==> src/adc_seq_consts.vh <==
`ifndef ADC_SEQ_CONSTS_VH
`define ADC_SEQ_CONSTS_VH

// --------------------------------------------------
// register byte offsets
// --------------------------------------------------
`define OFS_MODE_CTRL     12'h000
`define OFS_SINGLE_CTRL1  12'h004
`define OFS_SCAN_CTRL0    12'h008
`define OFS_SCAN_CTRL1    12'h00c
`define OFS_STATUS        12'h010
`define OFS_CMP_RESULT    12'h014
`define OFS_IRQ_STATUS    12'h018
`define OFS_IRQ_ENABLE    12'h01c
`define OFS_IRQ_CLEAR     12'h020
`define OFS_RESULT10_BASE 12'h040
`define OFS_RESULT8_BASE  12'h080
`define RESULT_WIN_MASK   12'hfc0

// --------------------------------------------------
// field positions
// --------------------------------------------------
`define MODE_SCAN_BIT     0
`define MODE_COMPARE_BIT  1
`define MODE_DMA_BIT      2
`define MODE_START_BIT    8
`define SCAN_CONT_BIT     0
`define SCAN_STOP_BIT     2
`define STATUS_BUSY_BIT   0
`define EVT_SINGLE_BIT    0
`define EVT_SCAN_BIT      1

// --------------------------------------------------
// widths and reset values
// --------------------------------------------------
`define NUM_CHANNELS      16
`define CH_W              4
`define RESULT_W          10
`define EVT_W             2
`define MODE_CTRL_RST     3'h0
`define CHAN_SEL_RST      4'h0
`define SCAN_CONT_RST     1'b0
`define EVT_RST           2'h0

// --------------------------------------------------
// timing counts
// --------------------------------------------------
`define APB_WAIT_CYCLES   1

`endif

==> src/adc_sequencer.v <==
`timescale 1ns/1ps
`include "adc_seq_consts.vh"

module adc_sequencer (
  // apb clock and reset
  input  wire                 pclk,
  input  wire                 presetn,
  input  wire                 ce,
  // apb slave
  input  wire                 psel,
  input  wire                 penable,
  input  wire                 pwrite,
  input  wire [11:0]          paddr,
  input  wire [31:0]          pwdata,
  output reg                  pready,
  output reg  [31:0]          prdata,
  output reg                  pslverr,
  // analog converter core
  output reg                  conv_start,
  output reg  [`CH_W-1:0]     conv_channel,
  output reg                  conv_compare,
  input  wire                 conv_done,
  input  wire [`RESULT_W-1:0] conv_result,
  input  wire                 cmp_flag,
  // requests
  output reg                  irq,
  output reg                  dma_req
);

  // --------------------------------------------------
  // states
  // --------------------------------------------------
  localparam [1:0] ST_IDLE = 2'h0;
  localparam [1:0] ST_REQ  = 2'h1;
  localparam [1:0] ST_WAIT = 2'h2;

  // --------------------------------------------------
  // helper functions
  // --------------------------------------------------
  function hit;
    input [11:0] addr;
    input [11:0] ofs;
    begin
      hit = (addr[11:2] == ofs[11:2]);
    end
  endfunction

  function in_window;
    input [11:0] addr;
    input [11:0] base;
    begin
      in_window = ((addr & `RESULT_WIN_MASK) == base);
    end
  endfunction

  // --------------------------------------------------
  // declarations
  // --------------------------------------------------
  reg  [2:0]            mode_reg;
  reg  [`CH_W-1:0]      single_ch_reg;
  reg                   scan_cont_reg;
  reg  [`CH_W-1:0]      last_ch_reg;
  reg  [15:0]           cmp_result_reg;
  reg  [1:0]            state_reg;
  reg  [1:0]            state_next;
  reg  [`CH_W-1:0]      ch_reg;
  reg  [`CH_W-1:0]      ch_next;
  reg                   scan_run_reg;
  reg                   cmp_run_reg;
  reg  [`EVT_W-1:0]     evt;
  reg                   mem_wr;
  reg                   cmp_wr;
  reg  [31:0]           rdata_mux;
  reg                   addr_ok;
  wire                  access;
  wire                  wr_now;
  wire                  start_wr;
  wire                  stop_wr;
  wire                  busy;
  wire [`RESULT_W-1:0]  mem_rdata;
  wire [`EVT_W-1:0]     irq_status;
  wire [`EVT_W-1:0]     irq_enable;
  wire                  irq_w;

  assign access   = psel & penable;
  assign wr_now   = access & pready & pwrite & addr_ok;
  assign start_wr = wr_now & hit(paddr, `OFS_MODE_CTRL) & pwdata[`MODE_START_BIT];
  assign stop_wr  = wr_now & hit(paddr, `OFS_SCAN_CTRL0) & pwdata[`SCAN_STOP_BIT];
  assign busy     = (state_reg != ST_IDLE);

  // --------------------------------------------------
  // address decode and read mux
  // --------------------------------------------------
  always @* begin
    addr_ok   = 1'b1;
    rdata_mux = 32'h0000_0000;
    if (hit(paddr, `OFS_MODE_CTRL)) begin
      rdata_mux[2:0] = mode_reg;
    end else if (hit(paddr, `OFS_SINGLE_CTRL1)) begin
      rdata_mux[`CH_W-1:0] = single_ch_reg;
    end else if (hit(paddr, `OFS_SCAN_CTRL0)) begin
      rdata_mux[`SCAN_CONT_BIT] = scan_cont_reg;
    end else if (hit(paddr, `OFS_SCAN_CTRL1)) begin
      rdata_mux[`CH_W-1:0] = last_ch_reg;
    end else if (hit(paddr, `OFS_STATUS)) begin
      rdata_mux[`STATUS_BUSY_BIT] = busy;
      rdata_mux[7:4]              = ch_reg;
    end else if (hit(paddr, `OFS_CMP_RESULT)) begin
      rdata_mux[15:0] = cmp_result_reg;
    end else if (hit(paddr, `OFS_IRQ_STATUS)) begin
      rdata_mux[`EVT_W-1:0] = irq_status;
    end else if (hit(paddr, `OFS_IRQ_ENABLE)) begin
      rdata_mux[`EVT_W-1:0] = irq_enable;
    end else if (hit(paddr, `OFS_IRQ_CLEAR)) begin
      rdata_mux = 32'h0000_0000;
    end else if (in_window(paddr, `OFS_RESULT10_BASE)) begin
      rdata_mux[`RESULT_W-1:0] = mem_rdata;
    end else if (in_window(paddr, `OFS_RESULT8_BASE)) begin
      rdata_mux[7:0] = mem_rdata[`RESULT_W-1:2];
    end else begin
      addr_ok = 1'b0;
    end
  end

  // --------------------------------------------------
  // apb handshake, one wait state
  // --------------------------------------------------
  always @(posedge pclk or negedge presetn) begin
    if (!presetn) begin
      pready  <= 1'b0;
      prdata  <= 32'h0000_0000;
      pslverr <= 1'b0;
    end else if (ce) begin
      pready  <= access & ~pready;
      if (access & ~pready) begin
        prdata  <= pwrite ? 32'h0000_0000 : rdata_mux;
        pslverr <= ~addr_ok;
      end else begin
        pslverr <= 1'b0;
      end
    end
  end

  // --------------------------------------------------
  // control registers
  // --------------------------------------------------
  always @(posedge pclk or negedge presetn) begin
    if (!presetn) begin
      mode_reg      <= `MODE_CTRL_RST;
      single_ch_reg <= `CHAN_SEL_RST;
      scan_cont_reg <= `SCAN_CONT_RST;
      last_ch_reg   <= `CHAN_SEL_RST;
    end else if (ce && wr_now) begin
      if (hit(paddr, `OFS_MODE_CTRL)) begin
        mode_reg <= pwdata[2:0];
      end
      if (hit(paddr, `OFS_SINGLE_CTRL1)) begin
        single_ch_reg <= pwdata[`CH_W-1:0];
      end
      if (hit(paddr, `OFS_SCAN_CTRL0)) begin
        scan_cont_reg <= pwdata[`SCAN_CONT_BIT];
      end
      if (hit(paddr, `OFS_SCAN_CTRL1)) begin
        last_ch_reg <= pwdata[`CH_W-1:0];
      end
    end
  end

  // --------------------------------------------------
  // sequencer
  // --------------------------------------------------
  always @* begin
    state_next = state_reg;
    ch_next    = ch_reg;
    evt        = `EVT_RST;
    mem_wr     = 1'b0;
    cmp_wr     = 1'b0;
    case (state_reg)
      ST_IDLE: begin
        if (start_wr) begin
          state_next = ST_REQ;
          if (pwdata[`MODE_SCAN_BIT] & ~pwdata[`MODE_COMPARE_BIT]) begin
            ch_next = {`CH_W{1'b0}};
          end else begin
            ch_next = single_ch_reg;
          end
        end
      end
      ST_REQ: begin
        state_next = ST_WAIT;
      end
      ST_WAIT: begin
        if (conv_done) begin
          if (cmp_run_reg) begin
            cmp_wr = 1'b1;
          end else begin
            mem_wr = 1'b1;
          end
          if (!scan_run_reg) begin
            state_next              = ST_IDLE;
            evt[`EVT_SINGLE_BIT]    = 1'b1;
          end else if (ch_reg == last_ch_reg) begin
            evt[`EVT_SCAN_BIT] = 1'b1;
            if (scan_cont_reg) begin
              ch_next    = {`CH_W{1'b0}};
              state_next = ST_REQ;
            end else begin
              state_next = ST_IDLE;
            end
          end else begin
            ch_next    = ch_reg + 4'h1;
            state_next = ST_REQ;
          end
        end
      end
      default: begin
        state_next = ST_IDLE;
      end
    endcase
    if (stop_wr && busy) begin
      state_next = ST_IDLE;
      evt        = `EVT_RST;
      mem_wr     = 1'b0;
      cmp_wr     = 1'b0;
    end
  end

  always @(posedge pclk or negedge presetn) begin
    if (!presetn) begin
      state_reg      <= ST_IDLE;
      ch_reg         <= {`CH_W{1'b0}};
      scan_run_reg   <= 1'b0;
      cmp_run_reg    <= 1'b0;
      cmp_result_reg <= 16'h0000;
      conv_start     <= 1'b0;
      conv_channel   <= {`CH_W{1'b0}};
      conv_compare   <= 1'b0;
      dma_req        <= 1'b0;
    end else if (ce) begin
      state_reg  <= state_next;
      ch_reg     <= ch_next;
      conv_start <= (state_next == ST_REQ);
      if (state_next == ST_REQ) begin
        conv_channel <= ch_next;
      end
      if (state_reg == ST_IDLE && start_wr) begin
        scan_run_reg <= pwdata[`MODE_SCAN_BIT] & ~pwdata[`MODE_COMPARE_BIT];
        cmp_run_reg  <= pwdata[`MODE_COMPARE_BIT];
        conv_compare <= pwdata[`MODE_COMPARE_BIT];
      end
      if (cmp_wr) begin
        cmp_result_reg[ch_reg] <= cmp_flag;
      end
      dma_req <= (|evt) & mode_reg[`MODE_DMA_BIT];
    end
  end

  // --------------------------------------------------
  // result storage
  // --------------------------------------------------
  result_mem u_mem (
    .pclk    (pclk),
    .ce      (ce),
    .wr_en   (mem_wr),
    .wr_addr (ch_reg),
    .wr_data (conv_result),
    .rd_addr (paddr[5:2]),
    .rd_data (mem_rdata)
  );

  // --------------------------------------------------
  // interrupt
  // --------------------------------------------------
  irq_unit u_irq (
    .pclk       (pclk),
    .presetn    (presetn),
    .ce         (ce),
    .evt        (evt & {`EVT_W{~mode_reg[`MODE_DMA_BIT]}}),
    .en_wr      (wr_now & hit(paddr, `OFS_IRQ_ENABLE)),
    .clr_wr     (wr_now & hit(paddr, `OFS_IRQ_CLEAR)),
    .wdata      (pwdata[`EVT_W-1:0]),
    .status_reg (irq_status),
    .enable_reg (irq_enable),
    .irq        (irq_w)
  );

  always @(posedge pclk or negedge presetn) begin
    if (!presetn) begin
      irq <= 1'b0;
    end else if (ce) begin
      irq <= irq_w;
    end
  end

endmodule

==> src/irq_unit.v <==
`timescale 1ns/1ps
`include "adc_seq_consts.vh"

module irq_unit (
  // clock and reset
  input  wire              pclk,
  input  wire              presetn,
  input  wire              ce,
  // events
  input  wire [`EVT_W-1:0] evt,
  // software access
  input  wire              en_wr,
  input  wire              clr_wr,
  input  wire [`EVT_W-1:0] wdata,
  // state
  output reg  [`EVT_W-1:0] status_reg,
  output reg  [`EVT_W-1:0] enable_reg,
  output reg               irq
);

  wire [`EVT_W-1:0] status_next;
  wire [`EVT_W-1:0] enable_next;

  // set wins over a clear in the same cycle
  assign status_next = (status_reg & ~(clr_wr ? wdata : `EVT_RST)) | evt;
  assign enable_next = en_wr ? wdata : enable_reg;

  // --------------------------------------------------
  // sticky status, enable, level output
  // --------------------------------------------------
  always @(posedge pclk or negedge presetn) begin
    if (!presetn) begin
      status_reg <= `EVT_RST;
      enable_reg <= `EVT_RST;
      irq        <= 1'b0;
    end else if (ce) begin
      status_reg <= status_next;
      enable_reg <= enable_next;
      irq        <= |(status_next & enable_next);
    end
  end

endmodule

==> src/result_mem.v <==
`timescale 1ns/1ps
`include "adc_seq_consts.vh"

module result_mem (
  // clock
  input  wire                 pclk,
  input  wire                 ce,
  // write port
  input  wire                 wr_en,
  input  wire [`CH_W-1:0]     wr_addr,
  input  wire [`RESULT_W-1:0] wr_data,
  // read port
  input  wire [`CH_W-1:0]     rd_addr,
  output reg  [`RESULT_W-1:0] rd_data
);

  reg [`RESULT_W-1:0] mem [0:`NUM_CHANNELS-1];

  // --------------------------------------------------
  // storage
  // --------------------------------------------------
  always @(posedge pclk) begin
    if (ce) begin
      if (wr_en) begin
        mem[wr_addr] <= wr_data;
      end
      rd_data <= mem[rd_addr];
    end
  end

endmodule
==> config.mk <==
export PLATFORM = sky130hd
export DESIGN_NAME = adc_sequencer
export DESIGN_NICKNAME = d
export VERILOG_FILES = /design/src/adc_sequencer.v /design/src/irq_unit.v /design/src/result_mem.v
export VERILOG_INCLUDE_DIRS = /design/src
export SDC_FILE = /design/constraint.sdc
export NUM_CORES = 1
export LEC_CHECK = 0
export BUFFER_PORTS_ARGS = -buffer_cell sky130_fd_sc_hd__buf_2
export CAP_MARGIN = 15
export CORE_UTILIZATION = 55
export CTS_CLUSTER_SIZE = 40
export DETAILED_ROUTE_END_ITERATION = 8
export PLACE_DENSITY = 0.83
export SKIP_CTS_REPAIR_TIMING = 1
export SYNTH_ARGS = -nofsm -noshare
export SYNTH_HDL_FRONTEND = slang
export SYNTH_HIERARCHICAL = 1
export SYNTH_SLANG_ARGS = --single-unit
==> constraint.sdc <==
create_clock -name pclk -period 4.5 [get_ports pclk]
set_input_delay 0.9 -clock pclk [delete_from_list [all_inputs] [get_ports pclk]]
set_output_delay 0.9 -clock pclk [all_outputs]
set_load 0.02 [all_outputs]
* Yosys cells after proc, flatten, opt, wreduce, memory -nomap -nowiden
Memories as Yosys holds them, arrays and structs flattened. A register that Yosys moved wholly into a read port is not among the register bits.
Cells that the tools add are included.
** Cells by class
- Bitwise logic cells :: 22
- Order comparisons :: 2
- $add $sub $neg :: 1
- Multiplexer cells :: 90
- Reductions and logical operators :: 17
- Equal/unequal tests :: 14
** Operators by type and width (number)
- $mux 30 :: 6
- $mux 16 :: 7
- $mux 10 :: 9
- $mux 28 :: 2
- $eq 10x3->1 const B :: 4
- $mux 4 :: 9
- $mux 32 :: 1
- $mux 8 :: 4
- $mux 31 :: 1
- $mux 1 :: 30
- $mux 29 :: 1
- $mux 2 :: 13
- $mux 24 :: 1
- $eq 10x2->1 const B :: 2
- $bwmux 16 :: 1
- $reduce_and 2->1 :: 8
- $and 1x1->1 :: 13
- $eq 10x1->1 const B :: 1
- $eq 10x4->1 const B :: 1
- $logic_not 10->1 :: 1
- $pmux 4 s2 :: 1
- $and 2x2->2 :: 3
- $eq 6x1->1 const B :: 1
- $eq 6x2->1 const B :: 1
- 16 further kinds :: 25
** Storage, ports and cells
- Flip-flop bits (word level) :: 82
- Memories :: 1
- Memory bits (writable) :: 160
- Bits of input ports :: 62
** Memory list
- u_mem.mem :: depth 16, width 10, read ports 1, clocked after Yosys merged registers in 1, write ports 1, RTL line result_mem.v:17 : reg [`RESULT_W-1:0] mem [0:`NUM_CHANNELS-1];

* Depth between registers and ports, before layout
Gate-level depths: netlist (run 1).
- Word-level depth :: 32
- Gate-level depth with buffers :: 9
- Depth with buffers taken out :: 7

* Modules after synthesis
The synthesis (run 1) kept the hierarchy.
** Modules (own cells, without submodules)
- result_mem :: cells an instance 280, instances 1, seq. area each 5104.9 sq um, area each 6398.6 sq um
- adc_sequencer :: cells an instance 371, instances 1, seq. area each 1526.5 sq um, area each 3597.2 sq um
- irq_unit :: cells an instance 20, instances 1, seq. area each 125.1 sq um, area each 241.5 sq um

* Worst setup path before layout (run 1)
No wires, ideal clock.
- Kind :: input-to-reg
- Start :: input port paddr[4]
- End :: memory u_mem/mem[0][0] (netlist name), enable pin
- Path buffers :: 2
- Required time :: 4.110 ns
- Setup time :: 0.390 ns
- Cell stages on the path :: 9
- Arrival time :: 3.108 ns
- Path slack :: 1.002 ns
- Cells stage by stage :: clkbuf_1 -> or4_4 -> nor2_8 -> a31o_2 -> clkbuf_1 -> nor2_1 -> nand2_1 -> or3_1 -> nor3_1
** Between the ends
- Longest elaborated chain between the ends :: 18
- Elaborated cells between the ends (all ways) :: 26
- Classes of those cells :: eq/ne (8); mux (13); bitwise (3); reduce/logical (2)
** RTL lines
- start, declared :: RTL line adc_sequencer.v:13 : input wire [11:0] paddr,
- $eq 10x4->1 :: RTL line adc_sequencer.v:44 : hit = (addr[11:2] == ofs[11:2]);
- $mux 1 :: RTL line adc_sequencer.v:114 : end else if (hit(paddr, `OFS_IRQ_CLEAR)) begin
- $mux 1 :: RTL line adc_sequencer.v:112 : end else if (hit(paddr, `OFS_IRQ_ENABLE)) begin
- $mux 1 :: RTL line adc_sequencer.v:110 : end else if (hit(paddr, `OFS_IRQ_STATUS)) begin
- $mux 1 :: RTL line adc_sequencer.v:108 : end else if (hit(paddr, `OFS_CMP_RESULT)) begin
- $mux 1 :: RTL line adc_sequencer.v:105 : end else if (hit(paddr, `OFS_STATUS)) begin
- $mux 1 :: RTL line adc_sequencer.v:103 : end else if (hit(paddr, `OFS_SCAN_CTRL1)) begin
- $mux 1 :: RTL line adc_sequencer.v:101 : end else if (hit(paddr, `OFS_SCAN_CTRL0)) begin
- [... 2 more ...]
- $and 1x1->1 :: RTL line adc_sequencer.v:86 : assign wr_now = access & pready & pwrite & addr_ok;
- $and 1x1->1 * (2 in series) :: RTL line adc_sequencer.v:88 : assign stop_wr = wr_now & hit(paddr, `OFS_SCAN_CTRL0) & pwdata[`SCAN_STOP_BIT];
- $logic_and 1x1->1 * :: RTL line adc_sequencer.v:220 : if (stop_wr && busy) begin
- $mux 1 * :: RTL line adc_sequencer.v:220
- net mem_wr :: RTL line adc_sequencer.v:71 : reg mem_wr;
- $mux 1 * :: RTL line result_mem.v:24 : if (wr_en) begin
- $mux 1 * :: RTL line result_mem.v:23 : if (ce) begin
- $mux 1 (not written as such) * :: RTL line result_mem.v:25 : mem[wr_addr] <= wr_data;
- end, declared :: RTL line result_mem.v:17
The timed path passes the listed nets; every way through them passes the cells marked *.

* Final worst setup path (run 1)
- Start :: input port paddr[2]
- End :: memory u_mem/mem[11][9] (netlist name), enable pin
The elaborated chain is that of the path after synthesis.

==> impl_metrics.toml, run 1 <==
[logic_synthesis]
netlist.area_leader.share_pct = 49.9
synth_edf_count = 170
netlist_instances = 671
ys_async_sr_fraction_pct = 28.0
yosysWarnings = 6
syn_avg_cell_area_um2 = 15.3
postSynthRegisterBits = 236
ys_top_cells_by_area = "sky130_fd_sc_hd__edfxtp_1 (50%), sky130_fd_sc_hd__dfrtp_1 (16%), sky130_fd_sc_hd__mux4_2 (8.8%), sky130_fd_sc_hd__mux2_2 (3.7%), sky130_fd_sc_hd__a22oi_1 (2.1%)"
netlist_area_pre_place_um2 = 10200
synth_cell_types = 62
yosysSeqAreaShare_pct = 66.0
synth_top_cell_by_area = "sky130_fd_sc_hd__edfxtp_1"
postSynth.topFlopCell = "sky130_fd_sc_hd__edfxtp_1"

[pwr]
power.density_cell_area_nw_per_um2 = 404
leakage_nw = 4.23
switching_power_mw = 1.08
seq_power_share_pct = 52.5
intPower_mw = 3.53
power_frac_comb_pct = 6.8
power.share.clock_pct = 40.7
power.share.switching_pct = 23.5
irDropWorstVdd_uv = 393
p_total_mw = 4.61

[detailed_routing]
wire_per_inst_um = 23.2
drt_iter0_markers = 624
detail_route_antenna_nets = 0
detail_route.wirelength_um = 22600
viasPerCell = 6.46
route.detailed.drc = 18
drt_pre_antenna_iters = 8
vias = 6286

[place]
dp_worst_setup_slack_ns = 0.675
numPortBuffers = 58
place_congestion = 0.915
place_hpwl_um = 14800

[sta]
crit_share_post_route_pct = 74.8
timing.final.ws_setup_ns = 1.13
final_max_slew_viol_count = 0
setup_viol = 0
tightestPinTransition_ns = 1.20
max_clock_freq_mhz = 297
hold_viol_final = 0
setup_tns_final_ns = 0
post-route-min-period_ns = 3.37
unrepaired_setup_endpoints_after_global_routing = "false"
fin_worst_skew_ns = 0.0130
slew-limit-headroom_pct = 19.7

[floorplan]
die_x_um = 138
core_area_um2 = 18100
row_count = 49
die_h_um = 138
die_ar_um2 = 19200
start_util_pct = 56.6
ioPinCount = 104

[worst_setup_path]
worst_ep_required_time_ns = 4.64
critical_path_endpoint_category = "flop"
path_max_fanout = 17
worst-r2r-setup-slack_ns = 1.25
timing.critical_path.arrival_ns = 3.51
critPathKind = "in2reg"
setup.worst_path.start_class = "input pin"

[layout]
syn2layout_area_growth_pct = 11.5
fraction_of_layout_cells_with_a_size_suffix_above_1_pct = 26.5
diodes = 0
final_net_count = 794
largest_register_ffs = 160
n_fill_cell = 1263
post-route-util_pct = 63.1

[grt]
grt_pass1_vias = 6327
grt-ovfl-total = 0
wire_length_of_the_first_global_routing_pass_um = 35400
grt_antenna_before_repair = 1
pin_count_of_the_biggest_net_entering_global_routing = 58
grtUsageTotal_pct = 24.3

[clock_network]
htree_levels = 1
clk_latency_ns = 0.53
clock_path_buffers = 3
numClockSinks = 236
clkTransAtPathRegs_ns = 0.07
clk_root_buffer_cell = "sky130_fd_sc_hd__clkbuf_16"
tritoncts = "done"
cts_buffers = 23

[run_status]
violations_in_the_final_reports = "design-rule violations"
outcome = "complete, but fails checks"

[flow_run]
max_cap_violations = 0

[min_path]
holdCritPathClass = "in2async"
==> logic make-up (layout without fill, tap and decap cells) <==
logic type	after synthesis	count (layout)	share of synthesized area, %
flip-flops	236	236	66.0
AND/OR/NAND/NOR	170	170	8.76
AO/OA/AOI/OAI	106	106	7.36
multiplexers	85	85	13.7
buffers and inverters	65	123	3.26
adder cells (fa/ha/maj)	4	4	0.489
XOR/XNOR	4	4	0.342
other	1	16	0.0366
==> cells in the final DEF, fill, tap and decap left out, drive strengths merged, types with 11 or more instances in the layout <==
master  synthesis  routed
nand4          13      13
nand3          14      14
nor2           29      29
edfxtp        170     170
inv            11      13
nor3           15      15
clkinv          0      11
mux4           40      40
buf            25      71
nand2          52      52
conb            1      16
clkbuf         29      23
mux2           39      39
dfrtp          66      66
o21ai          23      23
a22oi          29      29
==> critical path, stage by stage <==
cell and delay, ns:
sky130_fd_sc_hd__buf_2 0.34, sky130_fd_sc_hd__nand2b_1 0.20, sky130_fd_sc_hd__nor3_1 0.07, sky130_fd_sc_hd__a31o_2 0.35
sky130_fd_sc_hd__nor2_1 0.37, sky130_fd_sc_hd__nand4b_1 0.27, sky130_fd_sc_hd__nor2_1 0.97
==> metal layers <==
| layer | part of all wire (%) | vias up | GRT usage (%) |
|---|---|---|---|
| met5 | 0.058 | - | 0 |
| met4 | 3.8 | 2 | 10.1 |
| met3 | 6.6 | 72 | 3.98 |
| met2 | 50 | 313 | 41.4 |
| met1 | 40 | 3172 | 31.3 |
| li1 | - | 2727 | - |
==> cells in the mapped netlist (all sizes together), types with 14 or more instances <==
library cell  count
dfrtp            66
nor2             29
a22oi            29
edfxtp          170
mux2             39
o21ai            23
nor3             15
nand3            14
clkbuf           29
mux4             40
buf              25
nand2            52
==> power by group through the flow <==
stage	clock [mW]	combinational (mW)	sequential, mW
2_1_floorplan	0	0.213	2.43
3_3_place_gp	0	0.298	2.46
3_5_place_dp	0	0.310	2.46
4_1_cts	1.90	0.312	2.42
5_1_grt	1.98	0.340	2.42
6_report	1.88	0.315	2.42
==> worst paths after layout <==
check,startpoint,end,cells after the start
hold reg to reg,prdata[0],prdata[0],2
setup reg to reg,state_reg[1],u_mem/mem[11][9],6
max in group asynchronous,presetn,prdata[1],2
setup / recovery,paddr[2],u_mem/mem[11][9],7
hold / removal,presetn,mode_reg[0],1
min in group pclk,prdata[0],prdata[0],2
==> final cells by class <==
| class | instances | area, um2 | area share (%) |
|---|---|---|---|
| clock buffer | 23 | 576 | 5.04 |
| clock inverter | 18 | 158 | 1.38 |
| inverter | 11 | 41.3 | 0.362 |
| multi-input combinational | 385 | 3200 | 28.1 |
| sequential | 236 | 6760 | 59.2 |
| tap | 229 | 287 | 2.51 |
| timing repair buffer | 71 | 392 | 3.43 |
==> through the flow <==
step / instance area [um2] / hold slack [ns] / instances
floorplan: 10300 / 0.461 / 686
CTS: 11400 / 0.436 / 972
finish: 11400 / 0.411 / 973
global route: 11400 / 0.478 / 973
detailed placement: 10700 / 0.472 / 931
global placement: 10700 / 0.466 / 931
Power figures use the tool's default switching activity.
==> run 2, diff against run 1 <==
--- a/config.mk
+++ b/config.mk
@@ -8,10 +8,10 @@
 export LEC_CHECK = 0
 export BUFFER_PORTS_ARGS = -buffer_cell sky130_fd_sc_hd__buf_2
 export CAP_MARGIN = 15
-export CORE_UTILIZATION = 55
+export CORE_UTILIZATION = 53
 export CTS_CLUSTER_SIZE = 40
 export DETAILED_ROUTE_END_ITERATION = 8
-export PLACE_DENSITY = 0.83
+export PLACE_DENSITY = 0.84
 export SKIP_CTS_REPAIR_TIMING = 1
 export SYNTH_ARGS = -nofsm -noshare
 export SYNTH_HDL_FRONTEND = slang
==> constraint.sdc (replaced) <==
create_clock -name pclk -period 3 [get_ports pclk]
set_input_delay 0.6 -clock pclk [delete_from_list [all_inputs] [get_ports pclk]]
set_output_delay 0.6 -clock pclk [all_outputs]
set_load 0.02 [all_outputs]
==> run 2 against run 1 <==
The flow finishes with violations (negative setup slack). Critical path depth shrank 1. Flip-flop and latch count unchanged. Count of clock-buffer cells in the layout increased by 10. Die area grew 3.7%. Clock power is 45% higher. Critical path type is now reg2reg. Combinational power increased by 69%. Setup slack worse by 1.2 ns. Hold slack worse by 0.27 ns. Cell area grew 1.4%. Cell count grew 4.6%. Power up 49%.
==> impl_metrics.toml, run 2 (synthesized netlist as in run 1, its figures left out) <==
[sta]
setup_viol = 20
tightestPinTransition_ns = 1.02
final_max_slew_viol_count = 0
post-route-min-period_ns = 3.05
timing.final.ws_setup_ns = -0.0520
fin_worst_skew_ns = 0.0120
hold_viol_final = 0
slew-limit-headroom_pct = 31.6
final.hold.worst_slack_ns = 0.137
unrepaired_setup_endpoints_after_global_routing = "true"
crit_share_post_route_pct = 102
max_clock_freq_mhz = 328

[layout]
syn2layout_area_growth_pct = 13.1
largest_register_ffs = 160
final_cells = 1018
layout_commonest_cell = "sky130_fd_sc_hd__edfxtp_1"
final_net_count = 808
final_cell_mix = "sky130_fd_sc_hd__edfxtp_1 (170), sky130_fd_sc_hd__dfrtp_1 (66), sky130_fd_sc_hd__buf_2 (58), sky130_fd_sc_hd__nand2_1 (51), sky130_fd_sc_hd__mux4_2 (40)"
fraction_of_layout_cells_with_a_size_suffix_above_1_pct = 28.1

[min_path]
holdCritPathClass = "in2async"

[detailed_routing]
route.detailed.drc = 0
detail_route.wirelength_um = 22200
detail_route_antenna_nets = 0
drt_iter0_markers = 550
wire_per_inst_um = 21.8
vias = 6178
drt_pre_antenna_iters = 5
viasPerCell = 6.07

[clock_network]
clk_latency_ns = 0.53
clkTransAtPathRegs_ns = 0.06
tritoncts = "done"
cts_buffers = 24
clock_path_buffers = 3
numClockSinks = 236
htree_levels = 1
clk_root_buffer_cell = "sky130_fd_sc_hd__clkbuf_16"

[floorplan]
die_ar_um2 = 19900
start_util_pct = 54.4
row_count = 50
core_area_um2 = 18800
die_x_um = 141
die_h_um = 141
ioPinCount = 104

[pwr]
irDropWorstVdd_uv = 552
leakage_nw = 4.30
p_total_mw = 6.86
power.density_cell_area_nw_per_um2 = 593

[worst_setup_path]
timing.critical_path.arrival_ns = 3.20
critical_path.slowest_cell = "sky130_fd_sc_hd__nor2_1"
critical_path_endpoint_category = "flop"
crit_chain = "nor2_1, nor3_1, a31o_2, nor2_1, nand4b_1, nor2_1"
critPathKind = "reg2reg"
largest_delay_contributor_family_on_the_critical_path = "simple AND/OR/NAND/NOR gates"
cp_num_buf_inv = 0
max_stage_delay_ns = 0.87
cp_num_cells = 6
path_max_fanout = 10
setup.worst_path.start_class = "flop"
critPathMostFrequentCell = "sky130_fd_sc_hd__nor2_1"
worst_ep_required_time_ns = 3.15
reg2reg_depth = 6

[grt]
grt-ovfl-total = 0
wire_length_of_the_first_global_routing_pass_um = 34500
grtUsageTotal_pct = 22.9
pin_count_of_the_biggest_net_entering_global_routing = 61
grt_antenna_before_repair = 1
grt_pass1_vias = 6233

[run_status]
violations_in_the_final_reports = "negative setup slack"
outcome = "complete, but fails checks"

[place]
numPortBuffers = 58
dp_worst_setup_slack_ns = -0.0599
place_hpwl_um = 15300
place_congestion = 0.935
dp_cell_count = 976

[flow_run]
max_cap_violations = 0
run 2: changes by cell type in the layout (fill, tap and decap cells not counted), sizes merged:
| cell | before | now |
|---|---|---|
| bufinv | 2 | 0 |
| diode | 0 | 1 |
| buf | 71 | 84 |
| clkinvlp | 3 | 0 |
| clkbuf | 23 | 33 |
| clkinv | 11 | 7 |
| inv | 13 | 12 |
run 2: cell type report:
type | instances | area (um2)
inverter | 11 | 41.3
antenna | 1 | 2.50
timing repair buffer | 84 | 510
tap | 260 | 325
multi-input combinational | 385 | 3220
clock inverter | 8 | 68.8
clock buffer | 33 | 654
sequential | 236 | 6760
fill | 1364 | 7250
run 2: path summary, 6_finish.rpt:
kind | from | to | slack [ns]
max | state_reg[0] | u_mem/mem[7][6] | -0.05
min | presetn | conv_channel[0] | 0.14
min in group pclk | pwdata[3] | last_ch_reg[3] | 0.34
min reg2reg | prdata[1] | prdata[1] | 0.47
max in group asynchronous | presetn | cmp_result_reg[0] | 2.22
max reg2reg | state_reg[0] | u_mem/mem[7][6] | -0.05
run 2: where the power goes:
group	internal (mW)	switching [mW]	total, mW	leakage, nW
registers	3.54	0.0579	3.60	2.43
logic	0.193	0.340	0.533	1.51
clock network	1.53	1.20	2.73	0.355
run 2: layer usage:
metal,wire length (um),track usage (%)
met5,0,0
met4,554,6.35
met3,1400,4.14
met2,11200,40.1
met1,9030,29.5
run 2: worst register-to-register path, cell delays in order, from the launching register on:
cell	delay, ns
sky130_fd_sc_hd__dfrtp_1	0.47
sky130_fd_sc_hd__nor2_1	0.28
sky130_fd_sc_hd__nor3_1	0.11
sky130_fd_sc_hd__a31o_2	0.26
sky130_fd_sc_hd__nor2_1	0.34
sky130_fd_sc_hd__nand4b_1	0.34
sky130_fd_sc_hd__nor2_1	0.87
run 2: stage by stage:
step	cell area [um2]	utilization (%)	setup TNS (ns)
2_1_floorplan	10300	-	0
3_3_place_gp	10800	57.6	0
3_5_place_dp	10800	57.6	-1.53
4_1_cts	11600	61.4	0
5_1_grt	11600	61.5	-4.90
6_report	11600	61.5	-0.918
==> run 3, diff against run 2 <==
--- a/config.mk
+++ b/config.mk
@@ -6,9 +6,10 @@
 export SDC_FILE = /design/constraint.sdc
 export NUM_CORES = 1
 export LEC_CHECK = 0
+export ABC_AREA = 1
 export BUFFER_PORTS_ARGS = -buffer_cell sky130_fd_sc_hd__buf_2
 export CAP_MARGIN = 15
-export CORE_UTILIZATION = 53
+export CORE_UTILIZATION = 54
 export CTS_CLUSTER_SIZE = 40
 export DETAILED_ROUTE_END_ITERATION = 8
 export PLACE_DENSITY = 0.84
==> run 3 against run 2 <==
The run now ends clean. Count of clock-buffer cells in the layout fell by 3. Power rose by 11%. Critical path depth rose by 11. Largest power group unchanged. Critical path type is now in2reg. Non-clock buffer count rose by 7. Largest cell class unchanged. Register-to-register slack improved by 0.73 ns. Combinational power rose by 87%. Sequential share of layout area fell by 5.0 points. Synthesized area rose by 11%.
==> impl_metrics.toml, run 3 <==
[detailed_routing]
viasPerCell = 5.43
route.detailed.drc = 0
detail_route_antenna_nets = 0
detail_route.wirelength_um = 26400
vias = 8763
wire_per_inst_um = 16.4
drt_pre_antenna_iters = 8
drt_iter0_markers = 921

[logic_synthesis]
netlist.area_leader.share_pct = 44.8
synth_edf_count = 170
synthMostInstantiatedCell = "sky130_fd_sc_hd__nand2_1"
synth_common_cells = "sky130_fd_sc_hd__nand2_1 (397), sky130_fd_sc_hd__inv_1 (182), sky130_fd_sc_hd__edfxtp_1 (170)"
postSynthRegisterBits = 236
postSynth.topFlopCell = "sky130_fd_sc_hd__edfxtp_1"
synth_top_cell_by_area = "sky130_fd_sc_hd__edfxtp_1"
ys_async_sr_fraction_pct = 28.0
yosysWarnings = 6
synth_cell_types = 40
syn_avg_cell_area_um2 = 9.09
netlist_area_pre_place_um2 = 11400
netlist_instances = 1255
ys_top_cells_by_area = "sky130_fd_sc_hd__edfxtp_1 (45%), sky130_fd_sc_hd__dfrtp_1 (14%), sky130_fd_sc_hd__nand2_1 (13%), sky130_fd_sc_hd__nand3_1 (7.0%), sky130_fd_sc_hd__inv_1 (6.0%)"
yosysSeqAreaShare_pct = 59.2

[layout]
fraction_of_layout_cells_with_a_size_suffix_above_1_pct = 12.2
diodes = 0
largest_register_ffs = 160
final_cell_mix = "sky130_fd_sc_hd__nand2_1 (397), sky130_fd_sc_hd__inv_1 (182), sky130_fd_sc_hd__edfxtp_1 (170), sky130_fd_sc_hd__nand3_1 (159)"
layout_commonest_cell = "sky130_fd_sc_hd__nand2_1"
final_net_count = 1393
final_area_um2 = 12700
syn2layout_area_growth_pct = 11.0

[min_path]
holdCritPathClass = "in2async"

[clock_network]
clkTransAtPathRegs_ns = 0.06
htree_levels = 1
clock_path_buffers = 3
clk_root_buffer_cell = "sky130_fd_sc_hd__clkbuf_16"
numClockSinks = 236
cts_buffers = 25
clk_latency_ns = 0.54
tritoncts = "done"

[sta]
setup_viol = 0
final.hold.worst_slack_ns = 0.260
tightestPinTransition_ns = 0.904
unrepaired_setup_endpoints_after_global_routing = "false"
final_max_slew_viol_count = 0
post-route-min-period_ns = 2.33
setup_tns_final_ns = 0
slew-limit-headroom_pct = 39.7
fin_worst_skew_ns = 0.0108
hold_viol_final = 0
max_clock_freq_mhz = 429
crit_share_post_route_pct = 77.7

[floorplan]
core_area_um2 = 20500
start_util_pct = 55.7
die_ar_um2 = 21700
die_h_um = 147
die_x_um = 147
row_count = 52
ioPinCount = 104

[worst_setup_path]
critPathKind = "in2reg"
setup.worst_path.start_class = "input pin"
timing.critical_path.arrival_ns = 2.57
critical_path.slowest_cell = "sky130_fd_sc_hd__buf_4"
max_stage_delay_ns = 0.21
crit_chain = "buf_2, inv_1, nor2_1, nand3_2, nand2_1, inv_2, nand2_1, nor2_2, nand2_4, nand3_2, nand2_2, nor2_1, nand2_1, inv_1, nand3b_1, nor2_1, buf_4"
critical_path_endpoint_category = "flop"
worst_ep_required_time_ns = 3.24
path_max_fanout = 8

[place]
numPortBuffers = 58
place_congestion = 0.912
placedInstanceArea_um2 = 11900
place_hpwl_um = 17000

[grt]
grt_antenna_before_repair = 0
grtUsageTotal_pct = 24.7
grt-ovfl-total = 0
wire_length_of_the_first_global_routing_pass_um = 41700
pin_count_of_the_biggest_net_entering_global_routing = 83
grt_pass1_vias = 8182

[pwr]
leakage_nw = 5.95
p_total_mw = 7.61
irDropWorstVdd_uv = 691
power.density_cell_area_nw_per_um2 = 601

[flow_run]
max_cap_violations = 0

[run_status]
outcome = "complete, no violations"
[run 3: cell types whose count changed after synthesis, moves of 12 or more]
cell                       previous run  this run
sky130_fd_sc_hd__a22oi_1             29         0
sky130_fd_sc_hd__mux2_2              34         0
sky130_fd_sc_hd__nand3_1             14       159
sky130_fd_sc_hd__clkbuf_1            29        10
sky130_fd_sc_hd__o21ai_0             21        36
sky130_fd_sc_hd__nand2_1             51       397
sky130_fd_sc_hd__inv_1               11       182
sky130_fd_sc_hd__mux4_2              40         0
sky130_fd_sc_hd__buf_2                0        12
sky130_fd_sc_hd__nor2_1              28        66
sky130_fd_sc_hd__o21ai_1              2        16
[run 3: cell families (layout without fill, tap and decap cells)]
kind of cell    count (synthesis)  count (layout)  synth area share [%]
fa+ha+maj                       4               4                 0.439
xor+xnor                        4               4                 0.307
other cells                     1              16                0.0329
compound gates                 79              79                  3.84
flops                         236             236                  59.2
buf+inv                       252             325                  10.1
simple gates                  679             679                  26.0
[run 3: worst max-delay path: cells and delay by family]
family	cells	cell delay [ns]
and+or+nand+nor	12	1.37
buffers and inverters	5	0.60
[run 3: stage by stage]
step	utilization (%)	setup WS (ns)	std cells
final	61.8	0.670	1613
after global placement	58.1	0.222	1570
after floorplan	-	0.455	1270
after detailed placement	58.1	0.186	1570
after global routing	61.8	0.420	1613
after CTS	61.8	0.722	1613
[run 3: per-layer routing]
layer | GRT usage, % | part of all wire (%)
met1 | 32.5 | 40
met2 | 41.1 | 48
met3 | 3.57 | 7.9
met4 | 10.3 | 3.7
met5 | 0 | 0
[run 3: cell type report]
type | count | area (um2)
clock buffers | 30 | 644
clock inverters | 13 | 111
fillers | 1608 | 7830
inverters | 191 | 727
multi-input cells | 782 | 3550
flip-flops and latches | 236 | 6760
well taps | 270 | 338
repair buffers | 91 | 538
[run 3: report_power, final]
part | switching, mW | internal, mW
combinational | 0.725 | 0.271
sequential | 0.136 | 3.60
clock | 1.24 | 1.63
total | 2.10 | 5.50
[run 3: final timing paths]
path                              startpoint                to  slack, ns  cells after the start
min in group pclk                  pwdata[3]  single_ch_reg[3]       0.34                      3
worst min-delay path                 presetn         prdata[4]       0.26                      2
worst min register to register           irq               irq       0.47                      2
max in group asynchronous            presetn        conv_start       2.17                      2
worst max-delay path                paddr[7]   u_mem/mem[7][3]       0.67                     17
worst max register to register  state_reg[0]   u_mem/mem[7][3]       0.68                     10
